--- src/rtl/nvc_pkg.sv ---
// package: constants and types for the nonvolatile configuration programming block
`default_nettype none
package nvc_pkg;
   localparam logic [6:0] NV_PROGRAM_STATUS_ADDR        = 7'h70;
   localparam logic [6:0] NV_STARTUP_CONTROL_ADDR       = 7'h73;
   localparam logic [6:0] NV_DEVICE_CONFIG_CONTROL_ADDR = 7'h74;
   localparam logic [6:0] NV_CRC_CONFIRM_REGISTER_ADDR  = 7'h75;
   // field positions of the status register
   localparam int STAT_READY_BIT = 0;
   localparam int STAT_ECC_BIT   = 1;
   localparam int STAT_CNT_LSB   = 2;
   // factory presets and reset values
   localparam logic [7:0] STARTUP_PRESET = 8'h00;
   localparam logic [7:0] DEVCFG_PRESET  = 8'h08;
   localparam int         FORCED_NORMAL_CONFIG_BIT       = 3;
   localparam logic [5:0] WRCNT_MAX      = 6'h3f;
   localparam logic [7:0] CRC_POLY       = 8'h2f;
   localparam logic [7:0] CRC_INIT       = 8'hff;
   localparam logic [7:0] CRC_XOR        = 8'hff;
   // cell write time
   localparam int NV_WRITE_TIME_US   = 10;
   localparam int CLK_MHZ            = 10;
   localparam int NV_WRITE_CYCLES    = NV_WRITE_TIME_US * CLK_MHZ;
   localparam int RESET_PULSE_CYCLES = 4;

   typedef enum logic [1:0] {
      ST_IDLE  = 2'b00,
      ST_WRITE = 2'b01,
      ST_RESET = 2'b10,
      ST_HALT  = 2'b11
   } nvc_state_type;

   // register bus access
   typedef struct packed {
      logic       wr;
      logic       rd;
      logic [6:0] addr;
      logic [7:0] wdata;
   } nvc_req_type;

   // cell image: start-up and device config bytes
   typedef struct packed {
      logic [7:0] startup;
      logic [7:0] devcfg;
   } nvc_image_type;
endpackage
`default_nettype wire

--- src/rtl/nvc_prog.sv ---
// nonvolatile configuration programming block
//
// Contract
// configuration cells live only at 0x73 and 0x74.
// programming accepted only in forced normal mode with factory presets.
// after reset, presets in cells force forced normal mode (forced_normal_config=1).
// after factory restore, issue system reset then forced normal mode.
// host writes 0x73, 0x74, then matching crc to 0x75.
// valid crc at 75h starts cell write; bad crc abandons.
// successful programming ends with a system reset.
// cell contents unreadable while cells are written.
// after programming completes, ordinary writes cannot overwrite cells.
// status bit 0 is ready-to-program flag, preset 1.
// host should program no more than 200 times.
// 6-bit counter at status 7:2 counts programs and restores, saturating.
// saturated counter never refuses programming.
// status bit 1 set on corrected single-bit failure.
// multi-bit failure prevents restart after programming.
// host should check the corrected-error flag at end of production.
// crc covers exactly the bytes written to 0x73 and 0x74.
// crc polynomial x8+x5+x3+x2+x+1, result inverted.
// crc 8 bits, poly 0x2f, init 0xff, xor 0xff, unreflected.
// crc takes 0x73 byte first, then 0x74, msb first.
`default_nettype none
module nvc_prog (
   input  wire logic       CLK_SYS_IN,      // 10 mhz system clock
   input  wire logic       RST_IN,          // async reset, active high
   input  wire logic       REG_WR_IN,       // register write strobe
   input  wire logic       REG_RD_IN,       // register read strobe
   input  wire logic [6:0] REG_ADDR_IN,     // register address
   input  wire logic [7:0] REG_WDATA_IN,    // write data
   output logic      [7:0] REG_RDATA_OUT,   // read data, registered
   output logic            REG_RVALID_OUT,  // read data valid pulse
   input  wire logic       RESTORE_REQ_IN,  // factory restore request pulse
   input  wire logic       ECC_SINGLE_IN,   // cell check corrected one bit
   input  wire logic       ECC_MULTI_IN,    // cell check found several bits
   input  wire logic       CELL_DONE_IN,    // cell write finished pulse
   output logic            CELL_WRITE_OUT,  // cell write in progress
   output logic            SYS_RESET_OUT,   // system reset request
   output logic            FORCED_NORMAL_OUT, // forced normal mode
   output logic      [7:0] STARTUP_CFG_OUT, // active start-up config
   output logic      [7:0] DEVICE_CFG_OUT   // active device config
);
   nvc_pkg::nvc_state_type state_r;
   nvc_pkg::nvc_req_type   req;
   nvc_pkg::nvc_image_type cells_r;
   nvc_pkg::nvc_image_type stage_r;
   logic [7:0]  crc_confirm_r;
   logic [5:0]  wr_count_r;
   logic        ecc_flag_r;
   logic        ready_r;
   logic        multi_err_r;
   logic [7:0]  timer_r;
   logic [7:0]  crc_calc;
   logic        is_preset;
   logic        crc_write;
   logic        crc_ok;
   logic        write_done;
   logic        restore_go;

   assign req = '{wr: REG_WR_IN, rd: REG_RD_IN, addr: REG_ADDR_IN, wdata: REG_WDATA_IN};

   // crc over staged bytes, 0x73 first
   nvc_crc8 i_nvc_crc8 (
      .BYTE0_IN (stage_r.startup),
      .BYTE1_IN (stage_r.devcfg),
      .CRC_OUT  (crc_calc)
   );

   // presets held in cells and forced normal bit set
   assign is_preset  = (cells_r.startup == nvc_pkg::STARTUP_PRESET) &&
                       (cells_r.devcfg == nvc_pkg::DEVCFG_PRESET);
   assign FORCED_NORMAL_OUT = cells_r.devcfg[nvc_pkg::FORCED_NORMAL_CONFIG_BIT];
   assign crc_write  = req.wr && (req.addr == nvc_pkg::NV_CRC_CONFIRM_REGISTER_ADDR);
   assign crc_ok     = crc_write && (req.wdata == crc_calc) && ready_r &&
                       FORCED_NORMAL_OUT && (state_r == nvc_pkg::ST_IDLE);
   assign write_done = (state_r == nvc_pkg::ST_WRITE) &&
                       (CELL_DONE_IN || (timer_r == 8'h00));
   assign restore_go = RESTORE_REQ_IN && (state_r == nvc_pkg::ST_IDLE);

   // programming sequencer
   always_ff @(posedge CLK_SYS_IN or posedge RST_IN) begin
      if (RST_IN) begin
         state_r <= nvc_pkg::ST_IDLE;
         timer_r <= 8'h00;
      end else begin
         case (state_r)
            nvc_pkg::ST_IDLE: begin
               if (crc_ok) begin
                  state_r <= nvc_pkg::ST_WRITE;
                  timer_r <= 8'(nvc_pkg::NV_WRITE_CYCLES - 1);
               end else if (restore_go) begin
                  state_r <= nvc_pkg::ST_RESET;
                  timer_r <= 8'(nvc_pkg::RESET_PULSE_CYCLES - 1);
               end
            end
            nvc_pkg::ST_WRITE: begin
               if (write_done) begin
                  if (multi_err_r || ECC_MULTI_IN) begin
                     state_r <= nvc_pkg::ST_HALT;
                  end else begin
                     state_r <= nvc_pkg::ST_RESET;
                     timer_r <= 8'(nvc_pkg::RESET_PULSE_CYCLES - 1);
                  end
               end else begin
                  timer_r <= timer_r - 8'h01;
               end
            end
            nvc_pkg::ST_RESET: begin
               if (timer_r == 8'h00) begin
                  state_r <= nvc_pkg::ST_IDLE;
               end else begin
                  timer_r <= timer_r - 8'h01;
               end
            end
            nvc_pkg::ST_HALT: state_r <= nvc_pkg::ST_HALT;
            default: state_r <= nvc_pkg::ST_IDLE;
         endcase
      end
   end

   // cell contents, committed on finish or restore
   always_ff @(posedge CLK_SYS_IN or posedge RST_IN) begin
      if (RST_IN) begin
         cells_r <= '{startup: nvc_pkg::STARTUP_PRESET, devcfg: nvc_pkg::DEVCFG_PRESET};
      end else if (restore_go) begin
         cells_r <= '{startup: nvc_pkg::STARTUP_PRESET, devcfg: nvc_pkg::DEVCFG_PRESET};
      end else if (write_done) begin
         cells_r <= stage_r;
      end
   end

   // staging registers at 0x73 and 0x74
   always_ff @(posedge CLK_SYS_IN or posedge RST_IN) begin
      if (RST_IN) begin
         stage_r <= '{startup: nvc_pkg::STARTUP_PRESET, devcfg: nvc_pkg::DEVCFG_PRESET};
      end else if (restore_go) begin
         stage_r <= '{startup: nvc_pkg::STARTUP_PRESET, devcfg: nvc_pkg::DEVCFG_PRESET};
      end else if (req.wr && ready_r && (state_r == nvc_pkg::ST_IDLE)) begin
         if (req.addr == nvc_pkg::NV_STARTUP_CONTROL_ADDR) begin
            stage_r.startup <= req.wdata;
         end
         if (req.addr == nvc_pkg::NV_DEVICE_CONFIG_CONTROL_ADDR) begin
            stage_r.devcfg <= req.wdata;
         end
      end
   end

   // crc confirm register stores last written byte
   always_ff @(posedge CLK_SYS_IN or posedge RST_IN) begin
      if (RST_IN) begin
         crc_confirm_r <= 8'h00;
      end else if (crc_write) begin
         crc_confirm_r <= req.wdata;
      end
   end

   // ready flag tracks preset content
   always_ff @(posedge CLK_SYS_IN or posedge RST_IN) begin
      if (RST_IN) begin
         ready_r <= 1'b1;
      end else if (restore_go) begin
         ready_r <= 1'b1;
      end else if (write_done) begin
         ready_r <= 1'b0;
      end else if (state_r == nvc_pkg::ST_IDLE) begin
         ready_r <= ready_r & is_preset;
      end
   end

   // saturating write counter
   always_ff @(posedge CLK_SYS_IN or posedge RST_IN) begin
      if (RST_IN) begin
         wr_count_r <= 6'h00;
      end else if ((write_done || restore_go) && (wr_count_r != nvc_pkg::WRCNT_MAX)) begin
         wr_count_r <= wr_count_r + 6'h01;
      end
   end

   // ecc flags; set wins over a status write clearing it
   always_ff @(posedge CLK_SYS_IN or posedge RST_IN) begin
      if (RST_IN) begin
         ecc_flag_r  <= 1'b0;
         multi_err_r <= 1'b0;
      end else begin
         if (ECC_SINGLE_IN) begin
            ecc_flag_r <= 1'b1;
         end else if (req.wr && (req.addr == nvc_pkg::NV_PROGRAM_STATUS_ADDR) &&
                      !req.wdata[nvc_pkg::STAT_ECC_BIT]) begin
            ecc_flag_r <= 1'b0;
         end
         if (ECC_MULTI_IN) begin
            multi_err_r <= 1'b1;
         end
      end
   end

   // registered read port
   always_ff @(posedge CLK_SYS_IN or posedge RST_IN) begin
      if (RST_IN) begin
         REG_RDATA_OUT  <= 8'h00;
         REG_RVALID_OUT <= 1'b0;
      end else begin
         REG_RVALID_OUT <= req.rd;
         if (req.rd) begin
            case (req.addr)
               nvc_pkg::NV_PROGRAM_STATUS_ADDR:
                  REG_RDATA_OUT <= {wr_count_r, ecc_flag_r, ready_r};
               nvc_pkg::NV_STARTUP_CONTROL_ADDR:
                  REG_RDATA_OUT <= (state_r == nvc_pkg::ST_WRITE) ? 8'h00
                                   : stage_r.startup;
               nvc_pkg::NV_DEVICE_CONFIG_CONTROL_ADDR:
                  REG_RDATA_OUT <= (state_r == nvc_pkg::ST_WRITE) ? 8'h00
                                   : stage_r.devcfg;
               nvc_pkg::NV_CRC_CONFIRM_REGISTER_ADDR:
                  REG_RDATA_OUT <= crc_confirm_r;
               default:
                  REG_RDATA_OUT <= 8'h00;
            endcase
         end
      end
   end

   // outputs
   assign CELL_WRITE_OUT  = (state_r == nvc_pkg::ST_WRITE);
   assign SYS_RESET_OUT   = (state_r == nvc_pkg::ST_RESET);
   assign STARTUP_CFG_OUT = cells_r.startup;
   assign DEVICE_CFG_OUT  = cells_r.devcfg;
endmodule
`default_nettype wire

--- src/rtl/nvc_crc8.sv ---
// combinational crc-8 over two bytes, msb first
`default_nettype none
module nvc_crc8 (
   input  wire logic [7:0] BYTE0_IN, // first byte
   input  wire logic [7:0] BYTE1_IN, // second byte
   output logic      [7:0] CRC_OUT   // inverted crc
);
   logic [15:0] stream;
   logic [7:0]  acc;
   assign stream = {BYTE0_IN, BYTE1_IN};
   // bitwise long division, no reflection
   always_comb begin
      acc = nvc_pkg::CRC_INIT;
      for (int i = 15; i >= 0; i--) begin
         if (acc[7] ^ stream[i]) begin
            acc = {acc[6:0], 1'b0} ^ nvc_pkg::CRC_POLY;
         end else begin
            acc = {acc[6:0], 1'b0};
         end
      end
      CRC_OUT = acc ^ nvc_pkg::CRC_XOR;
   end
endmodule
`default_nettype wire

--- config.mk ---
export PLATFORM = sky130hd
export DESIGN_NAME = nvc_prog
export DESIGN_NICKNAME = d
export VERILOG_FILES = /design/src/rtl/nvc_pkg.sv /design/src/rtl/nvc_prog.sv /design/src/rtl/nvc_crc8.sv
export SDC_FILE = /design/constraint.sdc
export NUM_CORES = 1
export LEC_CHECK = 0
export BUFFER_PORTS_ARGS = -buffer_cell sky130_fd_sc_hd__buf_2
export CORE_UTILIZATION = 40
export CTS_CLUSTER_SIZE = 8
export DETAILED_ROUTE_END_ITERATION = 8
export GPL_TIMING_DRIVEN = 1
export PLACE_DENSITY = 0.69
export SYNTH_ARGS = -nofsm -noshare
export SYNTH_HDL_FRONTEND = slang
export SYNTH_HIERARCHICAL = 1
export SYNTH_SLANG_ARGS = --single-unit
--- constraint.sdc ---
create_clock -name CLK_SYS_IN -period 6 [get_ports CLK_SYS_IN]
set_input_delay 0.6 -clock CLK_SYS_IN [delete_from_list [all_inputs] [get_ports CLK_SYS_IN]]
set_output_delay 0.6 -clock CLK_SYS_IN [all_outputs]
set_load 0.005 [all_outputs]
# After elaboration in Yosys (flattened, before gate mapping)
# Cells that the tools add are included.
dict set report word_totals {
  memories 0
  elab_cells 135
  output_inout_bits 28
  romBits 0
  input_bits 23
  ram_bits 0
  reg_bits 68
  latchBits 0
}
dict set report op_classes {
  order_cmp 0
  n_shift 0
  n_bitwise 32
  n_eq_ne 15
  n_reduce_logical 31
  addsub 2
  multipliers 0
  n_mux 42
  div 0
}
# op n
set ops {}
lappend ops {{$mux 6} 16}
lappend ops {{$not 5->5} 15}
lappend ops {{$mux 8} 9}
lappend ops {{$mux 16} 4}
lappend ops {{$pmux 8 s4} 1}
lappend ops {{$eq 7x7->1 const B} 4}
lappend ops {{$pmux 8 s3} 1}
lappend ops {{$logic_not 8->1} 2}
lappend ops {{$logic_and 1x1->1} 13}
lappend ops {{$xor 1x1->1} 13}
lappend ops {{$reduce_bool 2->1} 5}
lappend ops {{$eq 8x4->1 const B} 1}
lappend ops {{$eq 8x8->1} 1}
lappend ops {{$mux 2} 4}
lappend ops {{$not 8->8} 1}
lappend ops {{$pmux 2 s4} 1}
lappend ops {{$sub 8x1->8 const B} 1}
lappend ops {{$add 6x1->6 const B} 1}
lappend ops {{$mux 1} 6}
lappend ops {{$ne 3x3->1 const B} 2}
lappend ops {{$ne 6x6->1 const B} 1}
lappend ops {{$reduce_bool 3->1} 2}
lappend ops {{$eq 2x2->1 const B} 2}
lappend ops {{$ne 2x1->1 const B} 2}
lappend ops {{10 further kinds} 14}

# Longest topological paths before layout
# Gate-level depths: netlist (run 1).
dict set report depth {
  word_depth 39
  mapped_depth 11
  mapped_depth_nobuf 9
}

# By module
# Netlist (run 1), hierarchy kept.
# mod instances area_each_um2 seq_area_each_um2 cells_per_inst
set by_module_without_submodules {}
lappend by_module_without_submodules {nvc_prog 1 3523.4 1705.4 342}
lappend by_module_without_submodules {nvc_crc8 1 486.7 0.0 39}

# Worst setup path before layout (run 1)
# Ideal clock, no wire load.
dict set report synth_timing {
  path_kind {register to register}
  start {register stage_r[11] (netlist bit)}
  end {register timer_r[1]}
  n_path_buf 0
  slack_ps 2502
  arrival_ps 3373
  path_stages_with_launch 10
  period_less_slack_ps 3498
  t_required_ps 5875
  setup_time_ps 125
  cell_sequence {dfrtp_1 xnor3_2 xnor3_2 xor3_2 xnor3_1 xnor2_1 nand4_1 or4_4 a21oi_2 mux2_2}
}
dict set report synth_between {
  word_cells_on_any_way 42
  cone_classes {eq/ne (2); mux (14); bitwise (21); reduce/logical (5)}
}
# element line_no
set synth_rtl {}
lappend synth_rtl {{start, declared} nvc_prog.sv:47} ;# nvc_pkg::nvc_image_type stage_r;
lappend synth_rtl {{start signal, assigned} nvc_prog.sv:136} ;# stage_r <= '{startup: nvc_pkg::STARTUP_PRESET, devcfg: nvc_pkg::DEVCFG_PRESET};
lappend synth_rtl {{start signal, assigned} nvc_prog.sv:138} ;# stage_r <= '{startup: nvc_pkg::STARTUP_PRESET, devcfg: nvc_pkg::DEVCFG_PRESET};
lappend synth_rtl {{$xor 1x1->1 *} nvc_crc8.sv:15} ;# if (acc[7] ^ stream[i]) begin
lappend synth_rtl {{$mux 6 *} nvc_crc8.sv:15}
lappend synth_rtl {{$mux 6 / $not 5->5 (equally long branches)} -}
lappend synth_rtl {{$not 5->5 (no line) / $mux 6 (equally long branches)} -}
lappend synth_rtl {{$mux 6 / $not 5->5 (equally long branches)} -}
lappend synth_rtl {{$xor 1x1->1 (tied with other cells)} nvc_crc8.sv:15}
lappend synth_rtl {{$mux 6 / $not 5->5 (equally long branches)} -}
lappend synth_rtl {{$not 5->5 (no line) (tied with other cells)} -}
lappend synth_rtl {{[7 not listed]} -}
lappend synth_rtl {{$mux 6 *} nvc_crc8.sv:15}
lappend synth_rtl {{$not 8->8 (no line) *} -}
lappend synth_rtl {{net crc_calc[6]} nvc_prog.sv:54} ;# logic [7:0] crc_calc;
lappend synth_rtl {{$eq 8x8->1 *} nvc_prog.sv:75} ;# assign crc_ok = crc_write && (req.wdata == crc_calc) && ready_r &&
lappend synth_rtl {{$logic_and 1x1->1 * (3 in series)} nvc_prog.sv:75}
lappend synth_rtl {{$logic_and 1x1->1 *} nvc_prog.sv:76} ;# FORCED_NORMAL_OUT && (state_r == nvc_pkg::ST_IDLE);
lappend synth_rtl {{$ne 3x3->1 (no line) / $mux 8 (equally long branches)} -}
lappend synth_rtl {{$reduce_and 4->1 (no line) / $pmux 8 s3 (equally long branches)} -}
lappend synth_rtl {{end signal, assigned} nvc_prog.sv:91} ;# timer_r <= 8'(nvc_pkg::NV_WRITE_CYCLES - 1);
lappend synth_rtl {{end signal, assigned} nvc_prog.sv:94} ;# timer_r <= 8'(nvc_pkg::RESET_PULSE_CYCLES - 1);
lappend synth_rtl {{end signal, assigned} nvc_prog.sv:103} ;# timer_r <= 8'(nvc_pkg::RESET_PULSE_CYCLES - 1);
lappend synth_rtl {{end, declared} nvc_prog.sv:53} ;# logic [7:0] timer_r;
# Mark *: on every way through the listed nets, which the timed path passes. The rest lies on a longest branch.
# A chain may end at the register's enable or synchronous reset.

# Worst setup path after layout (run 1)
# Ends and elaborated chain as after synthesis.

==> results of run 1 <==
[metal layers]
metal  part of all wire (%)  routed length [microns]  vias up
met5                      0                        0        -
met4                    1.7                      159        0
met3                    5.9                      570       11
met2                     49                     4650       92
met1                     44                     4210     1506
li1                       -                        -     1458
[cells in the final DEF, fill, tap and decap left out, types with 7 or more instances in the layout]
master	count
ha_1	7
mux2i_1	17
nand2_1	38
clkbuf_8	9
nand2b_1	10
a22oi_1	16
xnor2_1	29
o221ai_1	9
mux2_2	11
dfrtp_1	65
a21oi_1	20
nor2_1	22
buf_2	50
xor2_1	10
inv_1	10
[through the flow]
| stage | instance area [sq um] | hold slack [ns] | util (%) | setup WS [ns] | cells |
|---|---|---|---|---|---|
| after floorplan | 4010 | 0.440 | - | 2.50 | 381 |
| after global placement | 4350 | 0.453 | 44.7 | 2.31 | 546 |
| after detailed placement | 4350 | 0.472 | 44.7 | 2.25 | 546 |
| after CTS | 4540 | 0.430 | 46.6 | 2.23 | 562 |
| after global routing | 4540 | 0.432 | 46.6 | 2.05 | 562 |
| final | 4540 | 0.442 | 46.6 | 2.22 | 562 |
[final cells by class]
cell class	instances	share of cell area [%]
clock buffers	11	2.90
clock inverters	5	1.16
inverters	11	0.910
multi-input cells	280	47.6
flip-flops and latches	68	37.6
well taps	133	3.67
repair buffers	54	6.18
[flip-flops by register name, indices dropped and copies added (netlist names)]
signal           cells
REG_RDATA_OUT        8
state_r              2
stage_r             16
wr_count_r           6
STARTUP_CFG_OUT      8
DEVICE_CFG_OUT       8
ecc_flag_r           1
ready_r              1
REG_RVALID_OUT       1
crc_confirm_r        8
multi_err_r          1
timer_r              8
[where the power goes]
part / internal [mW] / switching [mW] / total (mW)
clock: 0.190 / 0.170 / 0.360
sequential: 0.510 / 0.0598 / 0.570
combinational: 0.177 / 0.231 / 0.408
[worst max-delay path by stage]
stage | endpoint | slack [ns]
2_1_floorplan | timer_r[1] | 2.50
3_3_place_gp | timer_r[1] | 2.31
3_5_place_dp | timer_r[1] | 2.25
4_1_cts | timer_r[1] | 2.23
5_1_grt | timer_r[1] | 2.05
6_report | timer_r[1] | 2.22
[cell families after synthesis]
group,share of synthesized area [%]
simple gates,15.0
compound gates,14.5
flops,42.5
xor+xnor,14.8
buf+inv,3.65
mux,7.33
fa+ha+maj,2.18
==> summary.md, run 1 <==
| Metric | Value |
|---|---|
| Clock skew | around 0.012 ns |
| Die Wd | 102 microns |
| Largest net degree at the start of global routing | 69 |
| Yosys reg bits | 68 |
| First-pass GRT wire length | 15400 microns |
| Crit. Startpoint | stage_r[11] |
| Htree depth | 3 |
| Number of hold buffers added after cts | 0 |
| Drt total wl | 9590 microns |
| Initial antenna violation count | 0 |
| Cell taking the most area after synthesis | dfrtp_1 |
| Vias in the first global route | 2902 |
| Worst-skew pair later-pin latency | between 0.3 and 0.4 ns |
| Worst EP required | 6.24 ns |
| Post-synth EDFFs | 0 |
| WHS Path Cells | 2 |
| Main synth FF type | dfrtp_1 |
| CTS Sinks | 68 |
| Leak | 2.07 nW |
| Die Y | 102 microns |
| Unique masters post-synth | 63 |
| Family with the most delay on the worst path | XOR/XNOR gates |
| Finish-stage setup viols | 0 |
| Post_cts resized | 0 |
| R2r startpoint | stage_r[11] |
| Worst path slowest cell | or4_4 |
| Max-cap viol count | 0 |
| DR vias | between 3000 and 4000 |
| Antenna Violating Nets Remaining | 0 |
| DP HPWL | 6900 microns |
| Multi-input logic area | ~2200 sq um |
| Die area | 10400 sq um |
| CP bufs+invs | 0 |
| Root Buffer | clkbuf_8 |
| Max FO, Critical Path | 12 |
| Syn_nets | approximately 410 |
| Global routing's busiest layer | met2 |
| Reg clk slew, reported paths | 0.08 ns |
| Remaining Overflow, GRT | 0 |
| Fin crit share | 63.0% |
| Register Area | about 1700 sq um |
| Final TNS setup | 0 ns |
| Sequential area share after synthesis | 42.5% |
| Fmax achieved | 265 MHz |
| Worst Tran Pin Value | just over 1 ns |
| Post-layout net count | 454 |
| Core area | 9730 sq um |
| Met3 Usage GRT | under 10% |
| Top-area cell type share of the netlist area | 40.6% |
| CTS tree | yes |
| CTS buffer count | 9 |
| Area Overhead vs Synth | 13.1% |
| Drt wl/cell | 17.1 microns |
| Mapped Cells | 381 |
| Fillers | 957 |
| Critical path cell sequence | xnor3_2, xnor3_2, xor3_2, xnor3_1, xnor2_1, nand4_1, or4_4, a21oi_2, mux2_2 |
| Initial Util | 41.2% |
| Slew Viols, Final | 0 |
| Layout cells sized above 1 | 22.8% |
| Worst slew margin | 32.8% |
| Final hold violation count | 0 |
| Pwr dens | 295 nW/um^2 |
| Worst vdd ir | 0.127 mV |
| CP Depth | 9 |
| Shortest clock period the worst path allows after layout | 3.78 ns |
| Post-CTS setup buffer count | 0 |
| Met2 GRT Util | 31.9% |
| DRT Pass-1 Iters | 5 |
| Core Rows | 36 |
| Ys async rst share | 100% |
| Crit. End Element | register |
| Hold WC Path Type | in2reg |
| Top-count cell post-synth | dfrtp_1 |
| Port buffer count | 50 |
| R2r setup slk | ~2.2 ns |
| Vias per cell | 5.46 |
| ANT cells | 0 |
| Post-Syn Area | ~4000 sq um |
| Yosys warnings | 6 |
| Synth cell count leaders | 65 x dfrtp_1, 38 x nand2_1, 29 x xnor2_1 |
| # DRC | 0 |
| Delay of the slowest critical-path stage | 0.63 ns |
| Reg2Reg Depth | 9 |
| Total chip power | 1.34 mW |
| Most frequent CP cell | xnor3_2 |
| Clk buf depth | 2 |
| Crit path arrival time | between 4 and 5 ns |
| Worst Setup Start Kind | register |
| Met1 usage | a little over a quarter |
| Status | complete, no violations |
| Io pins | between 50 and 60 |
| Mapped Avg Cell Area | 10.5 sq um |
| Crit Path Class | reg2reg |
| DRT iter0 DRCs | 153 |
| Largest cells by area after synthesis | dfrtp_1 41%, xnor2_1 6.3%, mux2i_1 4.2%, nand2_1 3.6%, xnor3_1 3.4% |
| RSZ-0062 raised after global routing | false |
| Routability cong. | 0.909 |
| Crit Reg-Reg Endpoint | timer_r[1] |
| Worst Hold End | ecc_flag_r |
| GRT Util Overall | 19.7% |
| Min-delay src | ECC_SINGLE_IN |
No activity file was read; power rests on OpenSTA's default activity.
==> run 2: changes to the inputs <==
==> constraint.sdc (replaced) <==
create_clock -name CLK_SYS_IN -period 3.6 [get_ports CLK_SYS_IN]
set_input_delay 0.36 -clock CLK_SYS_IN [delete_from_list [all_inputs] [get_ports CLK_SYS_IN]]
set_output_delay 0.36 -clock CLK_SYS_IN [all_outputs]
set_load 0.005 [all_outputs]
==> run 2 against run 1 <==
Against the previous run:
- core utilization grew 2.1 points
- sequential share of layout area fell by 1.6 points
- clock-buffer cell count fell by 2
- power increased by 73%
- non-clock buffer count is 19 higher
- clock power up 72%
- sequential power grew 66%
- routed wire length increased by 6.8%
- critical path depth is the same
- critical endpoint is now timer_r[3]
- largest power group unchanged
==> summary.md, run 2 (synthesized netlist as in run 1, its figures left out) <==
| Metric | Value |
|---|---|
| Worst path slowest cell | or4_4 |
| Initial antenna violation count | 0 |
| Combinational share of power | roughly a third |
| Fillers | 924 |
| Number of flip-flops in the largest register | 16 |
| Hold WC Path Type | in2async |
| Vias per cell | about 5.6 |
| Clock skew | 0.00610 ns |
| # DRC | 0 |
| Worst Setup EP | timer_r[3] |
| Leak | 2.18 nW |
| Final TNS setup | 0 ns |
| Final setup margin | 0.111 ns |
| Crit. Startpoint | stage_r[1] |
| Crit path arrival time | 3.72 ns |
| Pwr dens | 490 nW/um^2 |
| CTS Sinks | 68 |
| Initial Util | 41.2% |
| Clk buf depth | 2 |
| Crit Reg-Reg Endpoint | timer_r[3] |
| Non-Filler Instances | 581 |
| Family with the most delay on the worst path | XOR/XNOR gates |
| Commonest non-fill, non-tap cell in the layout | dfrtp_1 |
| DRT Pass-1 Iters | 5 |
| Worst Tran Pin Value | 1.06 ns |
| Crit Path Class | reg2reg |
| Top reg by flops | stage_r |
| Drt wl/cell | 17.6 microns |
| Clock network power share | 26.7% |
| Flop pwr share | 40.9% |
| Core area | 9730 sq um |
| Finish-stage setup viols | 0 |
| Post-layout net count | 473 |
| Delay of the slowest critical-path stage | 0.61 ns |
| R2r startpoint | stage_r[1] |
| Area Overhead vs Synth | 18.2% |
| GRT Util Overall | between 20% and 30% |
| Max FO, Critical Path | 7 |
| CTS buffer count | 9 |
| Final Util | around half |
| Htree depth | 3 |
| CP Depth | 9 |
| Max-cap viol count | 0 |
| CTS tree | yes |
| Antenna Violating Nets Remaining | 0 |
| Dpl ws | 0.0345 ns |
| Fin crit share | 96.9% |
| CP bufs+invs | 0 |
| Io pins | 51 |
| Reg clk slew, reported paths | 0.08 ns |
| Port buffer count | 50 |
| Cell Int Power | 1.49 mW |
| Placed Cells incl. Taps | 564 |
| Final Cell Area | between 4000 and 5000 sq um |
| Worst slew margin | 29.2% |
| Shortest clock period the worst path allows after layout | 3.49 ns |
| Status | complete, no violations |
| Worst-skew pair later-pin latency | around 0.34 ns |
| DR vias | ~3200 |
| Die Y | 102 microns |
| Drt total wl | 10200 microns |
| R2r setup slk | 0.11 ns |
| Fmax achieved | 287 MHz |
| DP HPWL | 7400 microns |
| Slew Viols, Final | 0 |
| Most frequent CP cell | xnor2_1 |
| Worst hold slack | 0.180 ns |
| Switching Fraction | 35.7% |
| Die area | 10400 sq um |
| Commonest cells after routing, fill and taps aside | 65 x dfrtp_1, 50 x buf_2, 38 x nand2_1 |
| Largest net degree at the start of global routing | 40 |
| ANT cells | 0 |
| Final hold violation count | 0 |
| DRT iter0 DRCs | 231 |
| Critical path cell sequence | xnor3_2, xnor3_4, xor3_2, xnor2_1, xnor2_1, nand3_1, or4_4, a21o_4, a211o_1 |
| RSZ-0062 raised after global routing | false |
| Layout cells sized above 1 | around 28% |
| Placed instance area | 4490 sq um |
| Total chip power | 2.32 mW |
| Vias in the first global route | 3101 |
| Worst EP required | 3.83 ns |
| Root Buffer | clkbuf_8 |
| Switch Pwr | 0.829 mW |
| Remaining Overflow, GRT | 0 |
| First-pass GRT wire length | 16000 microns |
| Worst Setup Start Kind | register |
| Crit. End Element | register |
| Worst vdd ir | 0.214 mV |
| Reg2Reg Depth | 9 |
| Routability cong. | 0.913 |
| Die Wd | about 100 microns |
| Core Rows | 36 |
-- run 2: cell count changes in the layout (fill, tap and decap cells not counted), sizes merged --
cell	previous run	this run
buf	54	73
clkbuf	11	9
clkinvlp	1	3
-- run 2: worst min-delay path by stage --
stage	start	endpoint	slack, ns	cells after the start
4_1_cts	ECC_SINGLE_IN	ecc_flag_r	0.19	2
3_3_place_gp	multi_err_r	multi_err_r	0.45	1
6_report	RST_IN	multi_err_r	0.18	2
5_1_grt	ECC_SINGLE_IN	ecc_flag_r	0.20	2
2_1_floorplan	REG_RD_IN	REG_RVALID_OUT	0.39	0
3_5_place_dp	multi_err_r	multi_err_r	0.46	1
-- run 2: layout make-up --
class | instances | area (sq um) | area share (%)
Clock buffer | 9 | 124 | 2.61
Timing Repair Buffer | 73 | 427 | 9.00
Multi-Input combinational cell | 280 | 2210 | 46.6
Clock inverter | 7 | 67.6 | 1.43
Tap cell | 133 | 166 | 3.51
Sequential cell | 68 | 1710 | 36.0
Inverter | 11 | 41.3 | 0.871
-- run 2: routing by layer --
layer  up-vias  global-route usage, %  wire length (microns)
met3        15                   4.17                    608
li1       1494                      -                      -
met1      1624                   27.2                   4430
met2       107                   34.2                   5040
met4         0                   6.04                    159
met5         -                      0                      0
-- run 2: power by group through the flow --
stage	clock network [mW]	registers (mW)	logic [mW]
global placement	0	0.954	0.678
detailed placement	0	0.957	0.699
global route	0.664	0.960	0.826
floorplan	0	0.926	0.547
CTS	0.630	0.944	0.703
finish	0.620	0.949	0.751
-- run 2: repair_timing --
| item | CTS | global route |
|---|---|---|
| resized for setup | 0 | 9 |
| setup buffers | 0 | 1 |
| endpoints found under the setup margin | 0 | 7 |
| endpoints found under the hold margin | 0 | 0 |
| hold buffers | 0 | 0 |
